## src/hw/ssp_pkg.sv

```systemverilog
package ssp_pkg;
  // register byte offsets
  localparam logic [4:0] SSP_OFS_CTRL = 5'h00;
  localparam logic [4:0] SSP_OFS_STAT = 5'h04;
  localparam logic [4:0] SSP_OFS_BUF  = 5'h08;
  localparam logic [4:0] SSP_OFS_DIR  = 5'h0c;
  localparam logic [4:0] SSP_OFS_EVT  = 5'h10;
  // serial_port_control_one fields
  localparam int SSP_CTL_WRITE_COLLISION_FLAG = 7;
  localparam int SSP_CTL_OVF  = 6;
  localparam int SSP_CTL_EN   = 5;
  localparam int SSP_CTL_POL  = 4;
  // serial_port_status_reg fields
  localparam int SSP_STA_PHASE = 7;
  localparam int SSP_STA_EDGE  = 6;
  localparam int SSP_STA_FULL  = 0;
  // pin_direction_bits fields, 1 = input
  localparam int SSP_DIR_SDO = 0;
  localparam int SSP_DIR_SCK = 1;
  localparam int SSP_DIR_SS  = 2;
  // event register field
  localparam int SSP_EVT_INT = 0;
  // reset values
  localparam logic [7:0] SSP_CTRL_RST = 8'h00;
  localparam logic [7:0] SSP_STAT_RST = 8'h00;
  localparam logic [7:0] SSP_DIR_RST  = 8'h07;
  // mode select codes
  localparam logic [3:0] SSP_MODE_DIV4   = 4'h0;
  localparam logic [3:0] SSP_MODE_DIV16  = 4'h1;
  localparam logic [3:0] SSP_MODE_DIV64  = 4'h2;
  localparam logic [3:0] SSP_MODE_TIMER_TWO   = 4'h3;
  localparam logic [3:0] SSP_MODE_SLV_SS = 4'h4;
  localparam logic [3:0] SSP_MODE_SLV    = 4'h5;
  // system clock divisors per bit; half a bit per serial clock edge
  localparam int SSP_DIV_4  = 4;
  localparam int SSP_DIV_16 = 16;
  localparam int SSP_DIV_64 = 64;
  localparam int SSP_BITS   = 8;
  localparam logic [4:0] SSP_LAST_EDGE = 5'h0f;
  typedef enum logic [1:0] {
    SSP_ST_IDLE  = 2'b00,
    SSP_ST_SHIFT = 2'b01,
    SSP_ST_END   = 2'b11
  } ssp_state_t;
endpackage : ssp_pkg

```

## src/hw/ssp_rate_gen.sv

```systemverilog
`timescale 1ns/10ps
module ssp_rate_gen
  import ssp_pkg::*;
(
  input  wire logic       sys_clk,
  input  wire logic       reset_n,
  input  wire logic       run,
  input  wire logic [3:0] rateSel,
  input  wire logic       timerTwoTick,
  output logic            halfTick
);
  logic [4:0] count_reg;
  logic [4:0] count_next;
  logic [4:0] limit;

  always_comb begin
    if (rateSel == SSP_MODE_DIV16) begin
      limit = 5'((SSP_DIV_16 / 2) - 1);
    end else if (rateSel == SSP_MODE_DIV64) begin
      limit = 5'((SSP_DIV_64 / 2) - 1);
    end else begin
      limit = 5'((SSP_DIV_4 / 2) - 1);
    end
  end

  always_comb begin
    count_next = 5'h00;
    halfTick   = 1'b0;
    if (run) begin
      if (rateSel == SSP_MODE_TIMER_TWO) begin
        // two timer pulses per bit: one per clock half
        halfTick = timerTwoTick;
      end else if (count_reg == limit) begin
        halfTick = 1'b1;
      end else begin
        count_next = count_reg + 5'h01;
      end
    end
  end

  always_ff @(posedge sys_clk or negedge reset_n) begin
    if (!reset_n) begin
      count_reg <= 5'h00;
    end else begin
      count_reg <= count_next;
    end
  end
endmodule : ssp_rate_gen

```

## src/hw/ssp_spi_port.sv

```systemverilog
// Operation
// - a buffer write during a byte is ignored and sets write collision
// - setting the enable bit turns the serial port on
// - when enabled the port owns data in, data out, clock, slave select
// - clock idles high with polarity one, low with polarity zero
// - codes 0011, 0010, 0001, 0000 pick master clock source; master drives clock
// - codes 0101 and 0100 pick slave; 0100 uses slave select, 0101 not
// - sample phase picks middle or end of output time for input sampling
// - clock edge setting picks rising or falling edge for output changes
// - shift register moves data most significant bit first
// - after eight bits, byte goes to buffer, full and event flags set
// - receive is double buffered so next byte may start before read
// - reading the transfer buffer clears the buffer full flag
// - shift register only reachable through the transfer buffer address
// - port always keeps the serial data input pin as input
// - a direction bit set opposite overrides that pin's serial function; the clock bit is ignored in slave mode
// - master buffer write starts a byte at once; ignored while the write collision flag is set
// - edge setting one shifts out on active-to-idle, zero on idle-to-active
// - slave with select control stops driving data out once select high
//
// The Avalon-MM interface to the registers and the register addresses were left to the implementer.
`timescale 1ns/10ps
module ssp_spi_port
  import ssp_pkg::*;
(
  input  wire logic        sys_clk,
  input  wire logic        reset_n,
  input  wire logic [4:0]  avsAddress,
  input  wire logic        avsRead,
  input  wire logic        avsWrite,
  input  wire logic [31:0] avsWriteData,
  input  wire logic [3:0]  avsByteEnable,
  output logic [31:0]      avsReadData,
  output logic             avsWaitRequest,
  input  wire logic        timerTwoTick,
  input  wire logic        sckIn,
  output logic             sckOut,
  output logic             sckOe,
  output logic             sdoOut,
  output logic             sdoOe,
  input  wire logic        sdiIn,
  input  wire logic        ssInN
);
  // register group
  logic [7:0]  ctrl_reg, ctrl_next;
  logic [7:0]  stat_reg, stat_next;
  logic [7:0]  dir_reg, dir_next;
  logic [7:0]  buf_reg, buf_next;
  logic        intFlag_reg, intFlag_next;
  logic        rdAck_reg, rdAck_next;
  logic [31:0] readData_reg, readData_next;
  // shift engine group
  ssp_state_t  state_reg, state_next;
  logic [7:0]  shift_reg, shift_next;
  logic [4:0]  edgeIdx_reg, edgeIdx_next;
  logic [3:0]  bitCnt_reg, bitCnt_next;
  logic        sdoBit_reg, sdoBit_next;
  logic        active_reg, active_next;
  logic        sckPrev_reg, sckPrev_next;

  logic        portEn, isMaster, isSlave, ssCtl, ssActive;
  logic        clkPol, cke, input_sample_phase;
  logic [3:0]  mode;
  logic        busy, halfTick, ev, isLead, isTrail, isEnd;
  logic        pinEdge, pinLead, outEdge, midEdge, sampleEv;
  logic        rxDone;
  logic [7:0]  rxByte;
  logic        wrLane, bufWrite, bufRead, loadReq, collide;

  assign portEn = ctrl_reg[SSP_CTL_EN];
  assign clkPol = ctrl_reg[SSP_CTL_POL];
  assign mode   = ctrl_reg[3:0];
  assign cke    = stat_reg[SSP_STA_EDGE];
  assign input_sample_phase    = stat_reg[SSP_STA_PHASE];
  // unlisted codes leave the port inert
  assign isMaster = portEn && (mode <= SSP_MODE_TIMER_TWO);
  assign isSlave  = portEn && (mode == SSP_MODE_SLV_SS || mode == SSP_MODE_SLV);
  // select pin turned to output by software drops the select function
  assign ssCtl    = isSlave && (mode == SSP_MODE_SLV_SS) && dir_reg[SSP_DIR_SS];
  assign ssActive = !ssCtl || !ssInN;
  assign busy     = isMaster ? (state_reg != SSP_ST_IDLE) : (edgeIdx_reg != 5'h00);

  ssp_rate_gen u_rate (
    .sys_clk      (sys_clk),
    .reset_n      (reset_n),
    .run          (isMaster && state_reg != SSP_ST_IDLE),
    .rateSel      (mode),
    .timerTwoTick (timerTwoTick),
    .halfTick     (halfTick)
  );

  // bus decode
  assign wrLane   = avsWrite && avsByteEnable[0];
  assign bufWrite = wrLane && avsAddress == SSP_OFS_BUF;
  assign bufRead  = avsRead && rdAck_reg && avsAddress == SSP_OFS_BUF;
  // buffer writes ignored, not stalled, until software clears the collision flag
  assign collide  = bufWrite && portEn && busy;
  assign loadReq  = bufWrite && portEn && !busy && !ctrl_reg[SSP_CTL_WRITE_COLLISION_FLAG];
  // reads wait one cycle so data stands when waitrequest drops
  assign avsWaitRequest = avsRead && !rdAck_reg;
  assign avsReadData    = readData_reg;

  // pins; data input never driven, no enable exists for it
  assign sckOut = clkPol ^ active_reg;
  assign sckOe  = isMaster && !dir_reg[SSP_DIR_SCK];
  assign sdoOut = sdoBit_reg;
  // select high cuts the driver at once, even mid byte
  assign sdoOe  = (isMaster || isSlave) && !dir_reg[SSP_DIR_SDO] && ssActive;

  // shift engine
  always_comb begin
    state_next   = state_reg;
    shift_next   = shift_reg;
    edgeIdx_next = edgeIdx_reg;
    bitCnt_next  = bitCnt_reg;
    sdoBit_next  = sdoBit_reg;
    active_next  = active_reg;
    sckPrev_next = sckIn;
    rxDone       = 1'b0;
    rxByte       = {shift_reg[6:0], sdiIn};
    // slave edges: pin is synchronous, compare with last sample
    pinEdge = isSlave && ssActive && (sckIn != sckPrev_reg);
    pinLead = pinEdge && (sckIn != clkPol);
    ev      = isMaster ? (halfTick && state_reg != SSP_ST_IDLE) : pinEdge;
    isLead  = isMaster ? (state_reg == SSP_ST_SHIFT && !edgeIdx_reg[0]) : pinLead;
    isTrail = isMaster ? (state_reg == SSP_ST_SHIFT && edgeIdx_reg[0])
                       : (pinEdge && !pinLead);
    isEnd   = isMaster && state_reg == SSP_ST_END;
    // the end tick closes the last bit time when output moves on leading edges
    outEdge  = ev && (cke ? isTrail : (isLead || isEnd));
    midEdge  = ev && (cke ? isLead : isTrail);
    sampleEv = input_sample_phase ? (outEdge && !(!cke && edgeIdx_reg == 5'h00)) : midEdge;
    if (outEdge) begin
      sdoBit_next = sampleEv ? shift_reg[6] : shift_reg[7];
    end
    if (sampleEv) begin
      shift_next  = {shift_reg[6:0], sdiIn};
      bitCnt_next = bitCnt_reg + 4'h1;
      if (bitCnt_reg == 4'(SSP_BITS - 1)) begin
        rxDone      = 1'b1;
        bitCnt_next = 4'h0;
      end
    end
    if (ev) begin
      edgeIdx_next = edgeIdx_reg + 5'h01;
    end
    if (isMaster) begin
      case (state_reg)
        SSP_ST_SHIFT: begin
          if (ev) begin
            active_next = !active_reg;
            if (edgeIdx_reg == SSP_LAST_EDGE) begin
              state_next = SSP_ST_END;
            end
          end
        end
        SSP_ST_END: begin
          if (ev) begin
            state_next   = SSP_ST_IDLE;
            edgeIdx_next = 5'h00;
            bitCnt_next  = 4'h0;
          end
        end
        default: begin
          state_next  = SSP_ST_IDLE;
          active_next = 1'b0;
        end
      endcase
    end else begin
      state_next  = SSP_ST_IDLE;
      active_next = 1'b0;
      // slave byte boundary, or select released, or port off: counter to zero
      if (!isSlave || !ssActive || rxDone) begin
        edgeIdx_next = 5'h00;
        bitCnt_next  = 4'h0;
      end
    end
    if (loadReq) begin
      shift_next   = avsWriteData[7:0];
      sdoBit_next  = avsWriteData[7];
      edgeIdx_next = 5'h00;
      bitCnt_next  = 4'h0;
      if (isMaster) begin
        state_next = SSP_ST_SHIFT;
      end
    end
  end

  always_ff @(posedge sys_clk or negedge reset_n) begin
    if (!reset_n) begin
      state_reg   <= SSP_ST_IDLE;
      shift_reg   <= 8'h00;
      edgeIdx_reg <= 5'h00;
      bitCnt_reg  <= 4'h0;
      sdoBit_reg  <= 1'b0;
      active_reg  <= 1'b0;
      sckPrev_reg <= 1'b0;
    end else begin
      state_reg   <= state_next;
      shift_reg   <= shift_next;
      edgeIdx_reg <= edgeIdx_next;
      bitCnt_reg  <= bitCnt_next;
      sdoBit_reg  <= sdoBit_next;
      active_reg  <= active_next;
      sckPrev_reg <= sckPrev_next;
    end
  end

  // registers and bus
  always_comb begin
    ctrl_next     = ctrl_reg;
    stat_next     = stat_reg;
    dir_next      = dir_reg;
    buf_next      = buf_reg;
    intFlag_next  = intFlag_reg;
    readData_next = readData_reg;
    rdAck_next    = avsRead && !rdAck_reg;
    if (avsRead && !rdAck_reg) begin
      if (avsAddress == SSP_OFS_CTRL) begin
        readData_next = {24'h000000, ctrl_reg};
      end else if (avsAddress == SSP_OFS_STAT) begin
        readData_next = {24'h000000, stat_reg};
      end else if (avsAddress == SSP_OFS_BUF) begin
        readData_next = {24'h000000, buf_reg};
      end else if (avsAddress == SSP_OFS_DIR) begin
        readData_next = {24'h000000, dir_reg};
      end else if (avsAddress == SSP_OFS_EVT) begin
        readData_next = {31'h00000000, intFlag_reg};
      end else begin
        readData_next = 32'h00000000;
      end
    end
    if (wrLane) begin
      if (avsAddress == SSP_OFS_CTRL) begin
        ctrl_next = avsWriteData[7:0];
      end else if (avsAddress == SSP_OFS_STAT) begin
        stat_next[SSP_STA_PHASE] = avsWriteData[SSP_STA_PHASE];
        stat_next[SSP_STA_EDGE]  = avsWriteData[SSP_STA_EDGE];
      end else if (avsAddress == SSP_OFS_DIR) begin
        dir_next = {5'h00, avsWriteData[2:0]};
      end else if (avsAddress == SSP_OFS_EVT) begin
        if (avsWriteData[SSP_EVT_INT]) begin
          intFlag_next = 1'b0;
        end
      end
    end
    if (loadReq) begin
      buf_next = avsWriteData[7:0];
    end
    if (bufRead) begin
      stat_next[SSP_STA_FULL] = 1'b0;
    end
    // hardware sets below win over software clears above
    if (collide) begin
      ctrl_next[SSP_CTL_WRITE_COLLISION_FLAG] = 1'b1;
    end
    if (rxDone) begin
      // a read in this same cycle empties the buffer first
      if (isSlave && stat_reg[SSP_STA_FULL] && !bufRead) begin
        ctrl_next[SSP_CTL_OVF] = 1'b1;
      end else begin
        buf_next                = rxByte;
        stat_next[SSP_STA_FULL] = 1'b1;
        intFlag_next            = 1'b1;
      end
    end
  end

  always_ff @(posedge sys_clk or negedge reset_n) begin
    if (!reset_n) begin
      ctrl_reg     <= SSP_CTRL_RST;
      stat_reg     <= SSP_STAT_RST;
      dir_reg      <= SSP_DIR_RST;
      buf_reg      <= 8'h00;
      intFlag_reg  <= 1'b0;
      rdAck_reg    <= 1'b0;
      readData_reg <= 32'h00000000;
    end else begin
      ctrl_reg     <= ctrl_next;
      stat_reg     <= stat_next;
      dir_reg      <= dir_next;
      buf_reg      <= buf_next;
      intFlag_reg  <= intFlag_next;
      rdAck_reg    <= rdAck_next;
      readData_reg <= readData_next;
    end
  end
endmodule : ssp_spi_port

```

## config.mk

```make
export PLATFORM = sky130hd
export DESIGN_NAME = ssp_spi_port
export DESIGN_NICKNAME = d
export VERILOG_FILES = /design/src/hw/ssp_pkg.sv /design/src/hw/ssp_rate_gen.sv /design/src/hw/ssp_spi_port.sv
export SDC_FILE = /design/constraint.sdc
export NUM_CORES = 1
export LEC_CHECK = 0
export BUFFER_PORTS_ARGS = -buffer_cell sky130_fd_sc_hd__buf_2
export CAP_MARGIN = 30
export CORE_MARGIN = 2
export CORE_UTILIZATION = 43
export CTS_CLUSTER_SIZE = 28
export DETAILED_ROUTE_END_ITERATION = 8
export GPL_ROUTABILITY_DRIVEN = 1
export MAX_ROUTING_LAYER = met4
export PLACE_DENSITY = 0.67
export SLEW_MARGIN = 40
export SYNTH_ARGS = -nofsm -noshare
export SYNTH_HDL_FRONTEND = slang
export SYNTH_SLANG_ARGS = --single-unit
```

## constraint.sdc

```tcl
create_clock -name sys_clk -period 5.2 [get_ports sys_clk]
set_input_delay 0.26 -clock sys_clk [delete_from_list [all_inputs] [get_ports sys_clk]]
set_output_delay 0.26 -clock sys_clk [all_outputs]
set_load 0.02 [all_outputs]
```

==> results.md, run 1 <==
- Met1 Use GR: 0.237
- Residual DRC: 0
- Cells after synthesis: 341
- # rows: 32
- Initial antenna violation count: 0
- Yosys top cell by area: dfrtp_1
- Setup violators final: 0
- Seq/Total Area, Yosys: 0.432
- Synth Area in Compound Gates: 0.133
- Yosys Warn Count: 0
- VDD IR max: 0.0000989 V
- EDFF count, synth: 0
- Final Total Pwr: 1.04 mW
- Worst reg2reg setup slack: 2610 ps
- CP endpoint kind: flip-flop
- Pre-Repair DR Iteration Count: 4
- Sw Share: 0.274
- DRT iter0 DRCs: 92
- Peak Freq: 387 MHz
- Max-slew headroom: 0.588
- # diodes: 0
- Vias per cell: 5.21
- I/O pins: 86
- CP Buf/Inv Count: 0
- Most frequently used flop master after synthesis: dfrtp_1
- Clock power frac: 0.398
- PnR worst setup slack: 2610 ps
- Post-Syn Area: 0.00342 sq mm
- GP Congestion: 0.817
- Met2 Track Usage GR: 0.256
- Vias in the first global route: 2,388
- Max Slew Vio Count: 0
- Clk Latency, worst-skew pair: 340 ps
- Status: complete, no violations
- Clock sink count: 59
- CTS tree: yes
- Antenna viol nets, final: 0
- Crit path largest cell delay: 510 ps
- Fraction of synthesized cell area in xor and xnor cells: 0.0358
- Post-Synth Adder-Cell Area: 0.0219
- Initial Utilization: 0.443
- Final number of hold-violating endpoints: 0
- Largest net degree at the start of global routing: 60
- Post-place setup slack: 2550 ps
- RSZ-0062 raised after global routing: false
- Max Cap Viol: 0
- Root buffer cell: clkbuf_8
- Critical path class: flip-flop to flip-flop
- Full die area: 0.00869 sq mm
- Ys async rst share: 1.00
- Multiplexer share of the synthesized area: 0.110
- Port-buffer cells: 34
- First-pass GRT wire length: 11.5 mm
- Routed WL: 6.92 mm
- Main combinational cell family by area after synthesis: simple AND/OR/NAND/NOR gates
- Vias: 2,513
- Die width: 93.2 um
- HP Class: primary input to flip-flop
- Inserted Clock Buffers: 9
- Detailed Place HPWL: 5.01 mm
- Hold buffer count at CTS: 0
- Int Power: 0.758 mW
- Layout cells sized above 1: 0.221
- CP max stage cell: dfrtp_1
- Data required time of the worst path: 5410 ps
- Post_cts resized: 0
- Fin crit share: 0.497
- Total global-route track usage: 0.172
- Reg power frac: 0.484
- Clock Skews: 12.4 ps
- Worst-margin pin slew: 611 ps
- Leak pwr: 1.72 nW
- Setup TNS: 0 ps
- Worst EP arrival: 2800 ps
- Top cell type's share of synthesized area: 0.409
- Pwr dens: 276 mW/mm^2
- Mapped Avg Cell Area: 10.0 sq um
- Core area: 0.00773 sq mm
- CP Launch Type: flip-flop
- H-tree depth: 3
- CTS Buffer Depth: 2
- Worst-path fanout max: 13
- Worst path top cell family by delay: compound AO/OA/AOI/OAI gates
- Net Sw Power: 0.287 mW
- Post-Synth Simple-Gate Area: 0.174
- Tmin final: 2590 ps
- CTS clk-pin slew, worst paths: 70 ps
- Top post-synthesis cells by area: dfrtp_1 (41%), mux2i_1 (6.7%), buf_4 (5.5%)
- M3 GR Usage: 0.0234
- Flops & latches, synth: 59
- Syn-to-layout area delta: 10.4%
- Ordered cell list for the critical path: xnor2_1 > or4_4 > a211o_1 > nand3_2 > a31oi_1 > o21ai_1 > nor2_1
- Drt wl/cell: 14.4 um
- Die Span Y: 93.2 um
- GRT busiest layer: met2
- Remaining Overflow, GRT: 0
- Post-CTS setup buffer count: 0
- Gate power share: 0.117
- # nets final: 430
- Synth unique cells: 54
## per-layer routing
layer	part of all wire	routed length (um)
met3	0.035	243
met1	0.48	3340
met2	0.46	3200
met5	0	0
met4	0.019	132
## per-stage QoR
step	instances	hold slack, ps	cell area [sq um]	utilization
finish	482	107	3780	0.489
global placement	464	459	3550	0.459
global route	482	103	3780	0.489
detailed placement	464	457	3550	0.459
CTS	480	90.1	3740	0.484
floorplan	364	-35.6	3510	-
## worst paths after layout
path | from | end | cells past startpoint
setup / recovery | ctrl_reg[0] | edgeIdx_reg[2] | 7
hold / removal | sckIn | sckPrev_reg | 1
setup reg to reg | ctrl_reg[0] | edgeIdx_reg[2] | 7
hold reg to reg | avsReadData[3] | avsReadData[3] | 2
max in group asynchronous | reset_n | buf_reg[4] | 4
min in group asynchronous | reset_n | edgeIdx_reg[1] | 3
## cells by family after synthesis
group                      count (synthesis)
muxes                                     36
adders and majority gates                  6
xor gates and xnor gates                  14
other                                      1
AOI/OAI and AO/OA                         69
and+or+nand+nor                          110
DFF                                       59
buffers and inverters                     46
## layout make-up
cell class              instances  area [sq um]
clock buffers                  11           141
clock inverters                 5          52.6
fillers                       712          3950
inverters                       7          26.3
multi-input cells             259          1720
flip-flops and latches         59          1480
well taps                     102           128
repair buffers                 39           230
## cells in the mapped netlist (2+ instances only)
| cell type | count |
|---|---|
| dfrtp_1 | 56 |
| nor2_1 | 35 |
| nand2_1 | 29 |
| buf_4 | 25 |
| mux2i_1 | 23 |
| o21ai_0 | 20 |
| a21oi_1 | 14 |
| mux2_2 | 13 |
| nand3_1 | 12 |
| a22oi_1 | 8 |
| xor2_1 | 8 |
| inv_1 | 7 |
| o21ai_1 | 7 |
| a31oi_1 | 6 |
| clkbuf_1 | 6 |
| ha_1 | 6 |
| xnor2_1 | 6 |
| and3_1 | 5 |
| buf_2 | 4 |
| a211oi_1 | 3 |
| and3b_1 | 3 |
| dfstp_2 | 3 |
| nand2b_1 | 3 |
| nor3_1 | 3 |
| a211o_1 | 2 |
| and4_1 | 2 |
| buf_6 | 2 |
| nand3b_1 | 2 |
| nor3b_1 | 2 |
| nor3b_2 | 2 |
## worst register-to-register path, cell delays in order (launching register included)
cell	delay, ps
dfrtp_1	510
xnor2_1	200
or4_4	510
a211o_1	320
nand3_2	230
a31oi_1	160
o21ai_1	420
nor2_1	110
## power by group through the flow
stage / Combinational, mW / Clock (mW) / Sequential (mW)
detailed placement: 0.120 / 0 / 0.514
finish: 0.123 / 0.416 / 0.506
global route: 0.135 / 0.439 / 0.509
CTS: 0.120 / 0.423 / 0.506
global placement: 0.118 / 0 / 0.514
floorplan: 0.103 / 0 / 0.503
## placed cells by master, fill, tap and decap left out, drive strengths merged, types with 2 or more instances in the layout
master / n
a211o: 2
a211oi: 3
a21oi: 14
a22oi: 8
a31oi: 6
and3: 5
and3b: 3
and4: 2
buf: 38
clkbuf: 11
clkinv: 3
conb: 24
dfrtp: 56
dfstp: 3
ha: 6
inv: 7
mux2: 13
mux2i: 23
nand2: 29
nand2b: 3
nand3: 13
nand3b: 2
nand4: 2
nor2: 35
nor3: 3
nor3b: 4
o21ai: 27
xnor2: 6
xor2: 8
(Power assumes the default switching activity.)
==> run 2, diff against run 1 <==
Clock period 5.2 ns to 2.7 ns, I/O delays scaled along.
==> run 2 against run 1 <==
Against the previous run: global-route usage up 0.25 points; worst hold slack worse by 30 ps; sequential cell count unchanged.
==> results.md, run 2 (synthesis gave the netlist of run 1 again) <==
- Pwr dens: 526 mW/mm^2 (was 276 mW/mm^2)
- Most frequent cells in the layout: dfrtp_1 (56), nor2_1 (35), buf_2 (34), nand2_1 (29), conb_1 (24) (unchanged)
- DRT iter0 DRCs: 121 (was 92)
- Worst EP arrival: 2650 ps (was 2800 ps)
- First-pass GRT wire length: 11.6 mm (was 11.5 mm)
- Setup TNS: 0 ps (unchanged)
- Max-slew headroom: 0.547 (was 0.588)
- Residual DRC: 0 (unchanged)
- Total global-route track usage: 0.174 (was 0.172)
- Clock sink count: 59 (unchanged)
- H-tree depth: 3 (unchanged)
- Most common cell after layout, fill and taps aside: dfrtp_1 (unchanged)
- CTS clk-pin slew, worst paths: 70 ps (about the same)
- Tmin final: 2450 ps (was 2590 ps)
- # rows: 32 (unchanged)
- Ordered cell list for the critical path: and4bb_4 > o2111ai_4 > o221a_1 > o31ai_4 > and2_4 > mux2i_1 > o21ai_0 (was xnor2_1 > or4_4 > a211o_1 > nand3_2 > a31oi_1 > o21ai_1 > nor2_1)
- Die Span Y: 93.2 um (unchanged)
- Port-buffer cells: 34 (unchanged)
- Hold Path Depth: 3 (was 1)
- Finished Core Util: 0.493 (was 0.489)
- Critical path class: flip-flop to flip-flop (unchanged)
- Max Cap Viol: 0 (unchanged)
- CTS Buffer Depth: 2 (unchanged)
- Crit path largest cell delay: 480 ps (was 510 ps)
- Clock Skews: 7.08 ps (was 12.4 ps)
- Die width: 93.2 um (unchanged)
- Data required time of the worst path: 2890 ps (was 5410 ps)
- Cell total after placement: 471 (was 464)
- Worst r2r src: ctrl_reg[3] (was ctrl_reg[0])
- Initial Utilization: 0.443 (unchanged)
- HP Start: avsWriteData[5] (was sckIn)
- Largest net degree at the start of global routing: 31 (was 60)
- Worst path top cell family by delay: compound AO/OA/AOI/OAI gates (unchanged)
- Layout cells sized above 1: 0.225 (was 0.221)
- Post-CTS setup buffer count: 0 (unchanged)
- Cell count along the critical path: 7 (unchanged)
- Worst-margin pin slew: 679 ps (was 611 ps)
- CTS tree: yes (unchanged)
- CP Buf/Inv Count: 0 (unchanged)
- GP Congestion: 0.815 (was 0.817)
- Leak pwr: 1.73 nW (was 1.72 nW)
- # diodes: 0 (unchanged)
- Root buffer cell: clkbuf_8 (unchanged)
- VDD IR max: 0.000236 V (was 0.0000989 V)
- HP Class: primary input to flip-flop (unchanged)
- Initial antenna violation count: 0 (unchanged)
- Core area: 0.00773 sq mm (unchanged)
- Worst-path fanout max: 13 (unchanged)
- Fin crit share: 0.909 (was 0.497)
- Post-Layout Cell Count: 489 (was 482)
- Detailed Place HPWL: 5.31 mm (was 5.01 mm)
- I/O pins: 86 (unchanged)
- Vias: 2,520 (was 2,513)
- CP endpoint kind: flip-flop (unchanged)
- RSZ-0062 raised after global routing: false (unchanged)
- Worst reg2reg setup slack: 250 ps (was 2610 ps)
- Syn-to-layout area delta: 11.3% (was 10.4%)
- Setup violators final: 0 (unchanged)
- CP Launch Type: flip-flop (unchanged)
- Full die area: 0.00869 sq mm (unchanged)
- Vias per cell: 5.15 (was 5.21)
- Status: complete, no violations (unchanged)
- # nets final: 437 (was 430)
- Critical R2R Capture: shift_reg[0] (was edgeIdx_reg[2])
- Final number of hold-violating endpoints: 0 (unchanged)
- Clk Latency, worst-skew pair: 320 ps (was 340 ps)
- Inserted Clock Buffers: 9 (unchanged)
- Filler cell count: 750 (was 712)
- CP max stage cell: dfrtp_1 (unchanged)
- Post_cts resized: 0 (unchanged)
- Hold_ws: 76.5 ps (was 107 ps)
- Pre-Repair DR Iteration Count: 4 (unchanged)
- R2R cell count: 7 (unchanged)
- Vias in the first global route: 2,346 (was 2,388)
- Routed WL: 7.11 mm (was 6.92 mm)
- Max Slew Vio Count: 0 (unchanged)
- Remaining Overflow, GRT: 0 (unchanged)
- Peak Freq: 407 MHz (was 387 MHz)
- Drt wl/cell: 14.5 um (was 14.4 um)
- Hold Path Sink: shift_reg[5] (was sckPrev_reg)
- Antenna viol nets, final: 0 (unchanged)
- Hold buffer count at CTS: 2 (was 0)
[run 2: cell types whose count changed in the layout (fill, tap and decap cells not counted)]
cell	delta
clkbuf_1	+3
clkinv_2	-3
dlygate4sd3_1	+1
buf_16	-1
buf_4	+7
[run 2: area by class of cell]
cell class | instances | area (sq um) | share of cell area
Clock inverter | 2 | 37.5 | 0.00985
Inverter | 7 | 26.3 | 0.00689
Tap cell | 102 | 128 | 0.0335
Clock buffer | 14 | 153 | 0.0401
Sequential cell | 59 | 1480 | 0.388
Timing Repair Buffer | 46 | 265 | 0.0696
Multi-Input combinational cell | 259 | 1720 | 0.452
[run 2: how the worst max path moves through the flow]
stage           startpoint             end  slack [ps]
3_5_place_dp   ctrl_reg[3]    shift_reg[1]         290
4_1_cts        ctrl_reg[3]    shift_reg[0]         250
2_1_floorplan  ctrl_reg[0]  edgeIdx_reg[0]         380
6_report       ctrl_reg[3]    shift_reg[0]         250
5_1_grt        ctrl_reg[3]    shift_reg[1]         130
3_3_place_gp   ctrl_reg[3]    shift_reg[1]         360
[run 2: worst min-delay path, cell delays in order]
cell     delay, ps
buf_2          130
nand2_1         50
o21ai_1         50
[run 2: metrics by stage]
| step | cell area (sq um) | setup WS, ps | total power, mW |
|---|---|---|---|
| after floorplan | 3510 | 383 | 1.17 |
| after global placement | 3600 | 360 | 1.23 |
| after detailed placement | 3600 | 293 | 1.23 |
| after CTS | 3810 | 255 | 2.02 |
| after global routing | 3810 | 130 | 2.09 |
| final | 3810 | 246 | 2.00 |
[run 2: per-layer routing]
| layer | routed length (um) | GRT usage |
|---|---|---|
| met2 | 3440 | 0.269 |
| met4 | 61 | 0.0551 |
| met1 | 3410 | 0.239 |
| met3 | 194 | 0.0242 |
| met5 | 0 | - |
[run 2: power breakdown]
group / internal (mW) / switching, mW / leakage [nW] / total, mW
registers: 0.925 / 0.0446 / 0.800 / 0.970
clock network: 0.454 / 0.331 / 0.0909 / 0.784
logic: 0.0948 / 0.155 / 0.843 / 0.250
==> run 3, diff against run 2 <==
Settings changed: CORE_UTILIZATION 43 to 45, MAX_ROUTING_LAYER met4 to not set, PLACE_DENSITY 0.67 to 0.72.
Clock period 2.7 ns to 2 ns, I/O delays scaled along.
==> run 3 against run 2 <==
Against the previous run: the flow now finishes with violations (negative setup slack); fmax increased by 11%; clock power up 59%; total power rose by 49%; non-clock buffer count up 36; sequential share of layout area shrank 4.0 points; via count rose by 7.9%; die area down 4.3%; sequential power rose by 35%; global-route usage increased by 2.3 points; cell count grew 7.0%.
==> results.md, run 3 (synthesis gave the netlist of run 1 again) <==
- Syn-to-layout area delta: 24.3% (was 11.3%)
- Gate power share: 0.143 (was 0.125)
- GP Congestion: 0.843 (was 0.815)
- Met1 Use GR: 0.253 (was 0.239)
- Initial Utilization: 0.470 (was 0.443)
- M3 GR Usage: 0.0290 (was 0.0242)
- Final number of hold-violating endpoints: 0 (unchanged)
- Ordered cell list for the critical path: and4bb_4 > o2111ai_4 > o221a_4 > o31ai_4 > buf_4 > nand4_4 > buf_6 > nor2_1 > a21oi_1 (was and4bb_4 > o2111ai_4 > o221a_1 > o31ai_4 > and2_4 > mux2i_1 > o21ai_0)
- Sw Share: 0.262 (was 0.265)
- Worst-margin pin slew: 733 ps (was 679 ps)
- I/O pins: 86 (unchanged)
- Hold_ws: 16.9 ps (was 76.5 ps)
- Total global-route track usage: 0.197 (was 0.174)
- Data required time of the worst path: 2230 ps (was 2890 ps)
- CTS tree: yes (unchanged)
- Worst-path fanout max: 5 (was 13)
- CTS clk-pin slew, worst paths: 70 ps (about the same)
- # rows: 31 (was 32)
- Hold Path Depth: 2 (was 3)
- # nets final: 474 (was 437)
- Port-buffer cells: 34 (unchanged)
- CP max stage cell: dfrtp_1 (unchanged)
- Clk Latency, worst-skew pair: 350 ps (was 320 ps)
- Drt wl/cell: 15.4 um (was 14.5 um)
- Vias in the first global route: 2,663 (was 2,346)
- Peak Freq: 450 MHz (was 407 MHz)
- Die Span Y: 91.2 um (was 93.2 um)
- Status: finished, violations left (was complete, no violations)
- Tmin final: 2220 ps (was 2450 ps)
- Pre-Repair DR Iteration Count: 4 (unchanged)
- CP endpoint: buf_reg[2] (was shift_reg[0])
- Worst reg2reg setup slack: -220 ps (was 250 ps)
- R2R cell count: 9 (was 7)
- Reg power frac: 0.438 (was 0.484)
- Remaining Overflow, GRT: 0 (unchanged)
- Crit path largest cell delay: 410 ps (was 480 ps)
- Vias per cell: 5.20 (was 5.15)
- Max Cap Viol: 0 (unchanged)
- Leak pwr: 1.96 nW (was 1.73 nW)
- DRT iter0 DRCs: 183 (was 121)
- # diodes: 0 (unchanged)
- Clock sink count: 59 (unchanged)
- Routed WL: 8.07 mm (was 7.11 mm)
- Clock Skews: 8.39 ps (was 7.08 ps)
- Antenna viol nets, final: 0 (unchanged)
- Layout cells sized above 1: 0.344 (was 0.225)
- Full die area: 0.00832 sq mm (was 0.00869 sq mm)
- Initial antenna violation count: 0 (unchanged)
- Clock power frac: 0.419 (was 0.391)
- Failing checks: negative setup slack
- Most common cell after layout, fill and taps aside: dfrtp_1 (unchanged)
- Core area: 0.00729 sq mm (was 0.00773 sq mm)
- Residual DRC: 0 (unchanged)
- Vias: 2,720 (was 2,520)
- Root buffer cell: clkbuf_8 (unchanged)
- Pwr dens: 700 mW/mm^2 (was 526 mW/mm^2)
- Setup violators final: 29 (was 0)
- First-pass GRT wire length: 13.0 mm (was 11.6 mm)
- Finished Core Util: 0.584 (was 0.493)
- GRT busiest layer: met2 (unchanged)
- CP endpoint kind: flip-flop (unchanged)
- Inserted Clock Buffers: 9 (unchanged)
- Worst r2r src: ctrl_reg[3] (unchanged)
- RSZ-0062 raised after global routing: true (was false)
- HP Class: primary input to flip-flop (unchanged)
- Met2 Track Usage GR: 0.328 (was 0.269)
- CP Launch Type: flip-flop (unchanged)
- Int Power: 2.20 mW (was 1.47 mW)
- Max Slew Vio Count: 0 (unchanged)
- Fin crit share: 1.11 (was 0.909)
- Die width: 91.2 um (was 93.2 um)
- Detailed Place HPWL: 5.70 mm (was 5.31 mm)
- Net Sw Power: 0.781 mW (was 0.530 mW)
- VDD IR max: 0.000299 V (was 0.000236 V)
- H-tree depth: 3 (unchanged)
- Critical path class: flip-flop to flip-flop (unchanged)
- PnR worst setup slack: -220 ps (was 246 ps)
- CTS Buffer Depth: 2 (unchanged)
- Largest net degree at the start of global routing: 60 (was 31)
- Max-slew headroom: 0.512 (was 0.547)
- Worst EP arrival: 2450 ps (was 2650 ps)
- Most frequent cells in the layout: dfrtp_1 (55), buf_4 (41), buf_2 (34), nand2_1 (28) (was dfrtp_1 (56), nor2_1 (35), buf_2 (34), nand2_1 (29), conb_1 (24))
- Critical R2R Capture: buf_reg[2] (was shift_reg[0])
- Setup crit start: ctrl_reg[3] (unchanged)
## run 3: changes by cell type in the layout (fill, tap and decap cells not counted), moves of 3 or more
cell / previous run / this run
o21ai_1: 7 / 13
nor2_1: 35 / 24
a21oi_2: 0 / 3
clkbuf_1: 4 / 1
buf_4: 10 / 41
buf_6: 0 / 5
nor2_4: 0 / 5
nor2_2: 0 / 6
a21oi_1: 14 / 11
o21ai_0: 20 / 14
## run 3: metal layers
metal	up-vias	part of all wire
met5	-	0
met4	0	0.021
li1	1318	-
met3	16	0.031
met1	1323	0.44
met2	63	0.51
## run 3: how the worst min path moves through the flow
stage	endpoint	slack (ps)	startpoint
floorplan	active_reg	-200	reset_n
global placement	edgeIdx_reg[2]	300	reset_n
detailed placement	edgeIdx_reg[2]	300	reset_n
CTS	sckPrev_reg	6	sckIn
global route	sckPrev_reg	20	sckIn
finish	sckPrev_reg	20	sckIn
## run 3: critical path: cells and delay by family, from the launching register on
family | cells | cell delay, ps
buffers and inverters | 2 | 360
AND/OR/NAND/NOR | 3 | 560
AO/OA/AOI/OAI | 4 | 760
flip-flops | 1 | 410
## run 3: through the flow
stage	setup TNS, ps	std cells	worst slack, ps	instance area, sq um	power [mW]
3_3_place_gp	-3830	497	-186	3830	1.70
2_1_floorplan	-3620	364	-243	3520	1.57
5_1_grt	-7940	523	-326	4260	3.09
4_1_cts	-5920	522	-249	4190	2.97
6_report	-4640	523	-220	4260	2.98
3_5_place_dp	-5430	497	-252	3830	1.71
## run 3: power by group through the flow
stage / Clock [mW] / Sequential [mW] / Combinational, mW
2_1_floorplan: 0 / 1.31 / 0.267
3_3_place_gp: 0 / 1.32 / 0.384
3_5_place_dp: 0 / 1.32 / 0.391
4_1_cts: 1.26 / 1.30 / 0.413
5_1_grt: 1.32 / 1.31 / 0.458
6_report: 1.25 / 1.31 / 0.426
## run 3: final cells by class
cell class	count	area, sq um
clock inverters	4	72.6
fillers	630	3040
clock buffers	12	155
repair buffers	82	564
well taps	99	124
flip-flops and latches	59	1480
inverters	7	26.3
multi-input cells	260	1830
## run 3: what timing repair did
action | CTS | global route
hold buffers | 1 | 0
setup buffers | 5 | 1
hold endpoints to repair | 56 | 0
setup endpoints to repair | 31 | 30
resized for setup | 20 | 20
pin swaps | 10 | 8
gates cloned | 3 | 0
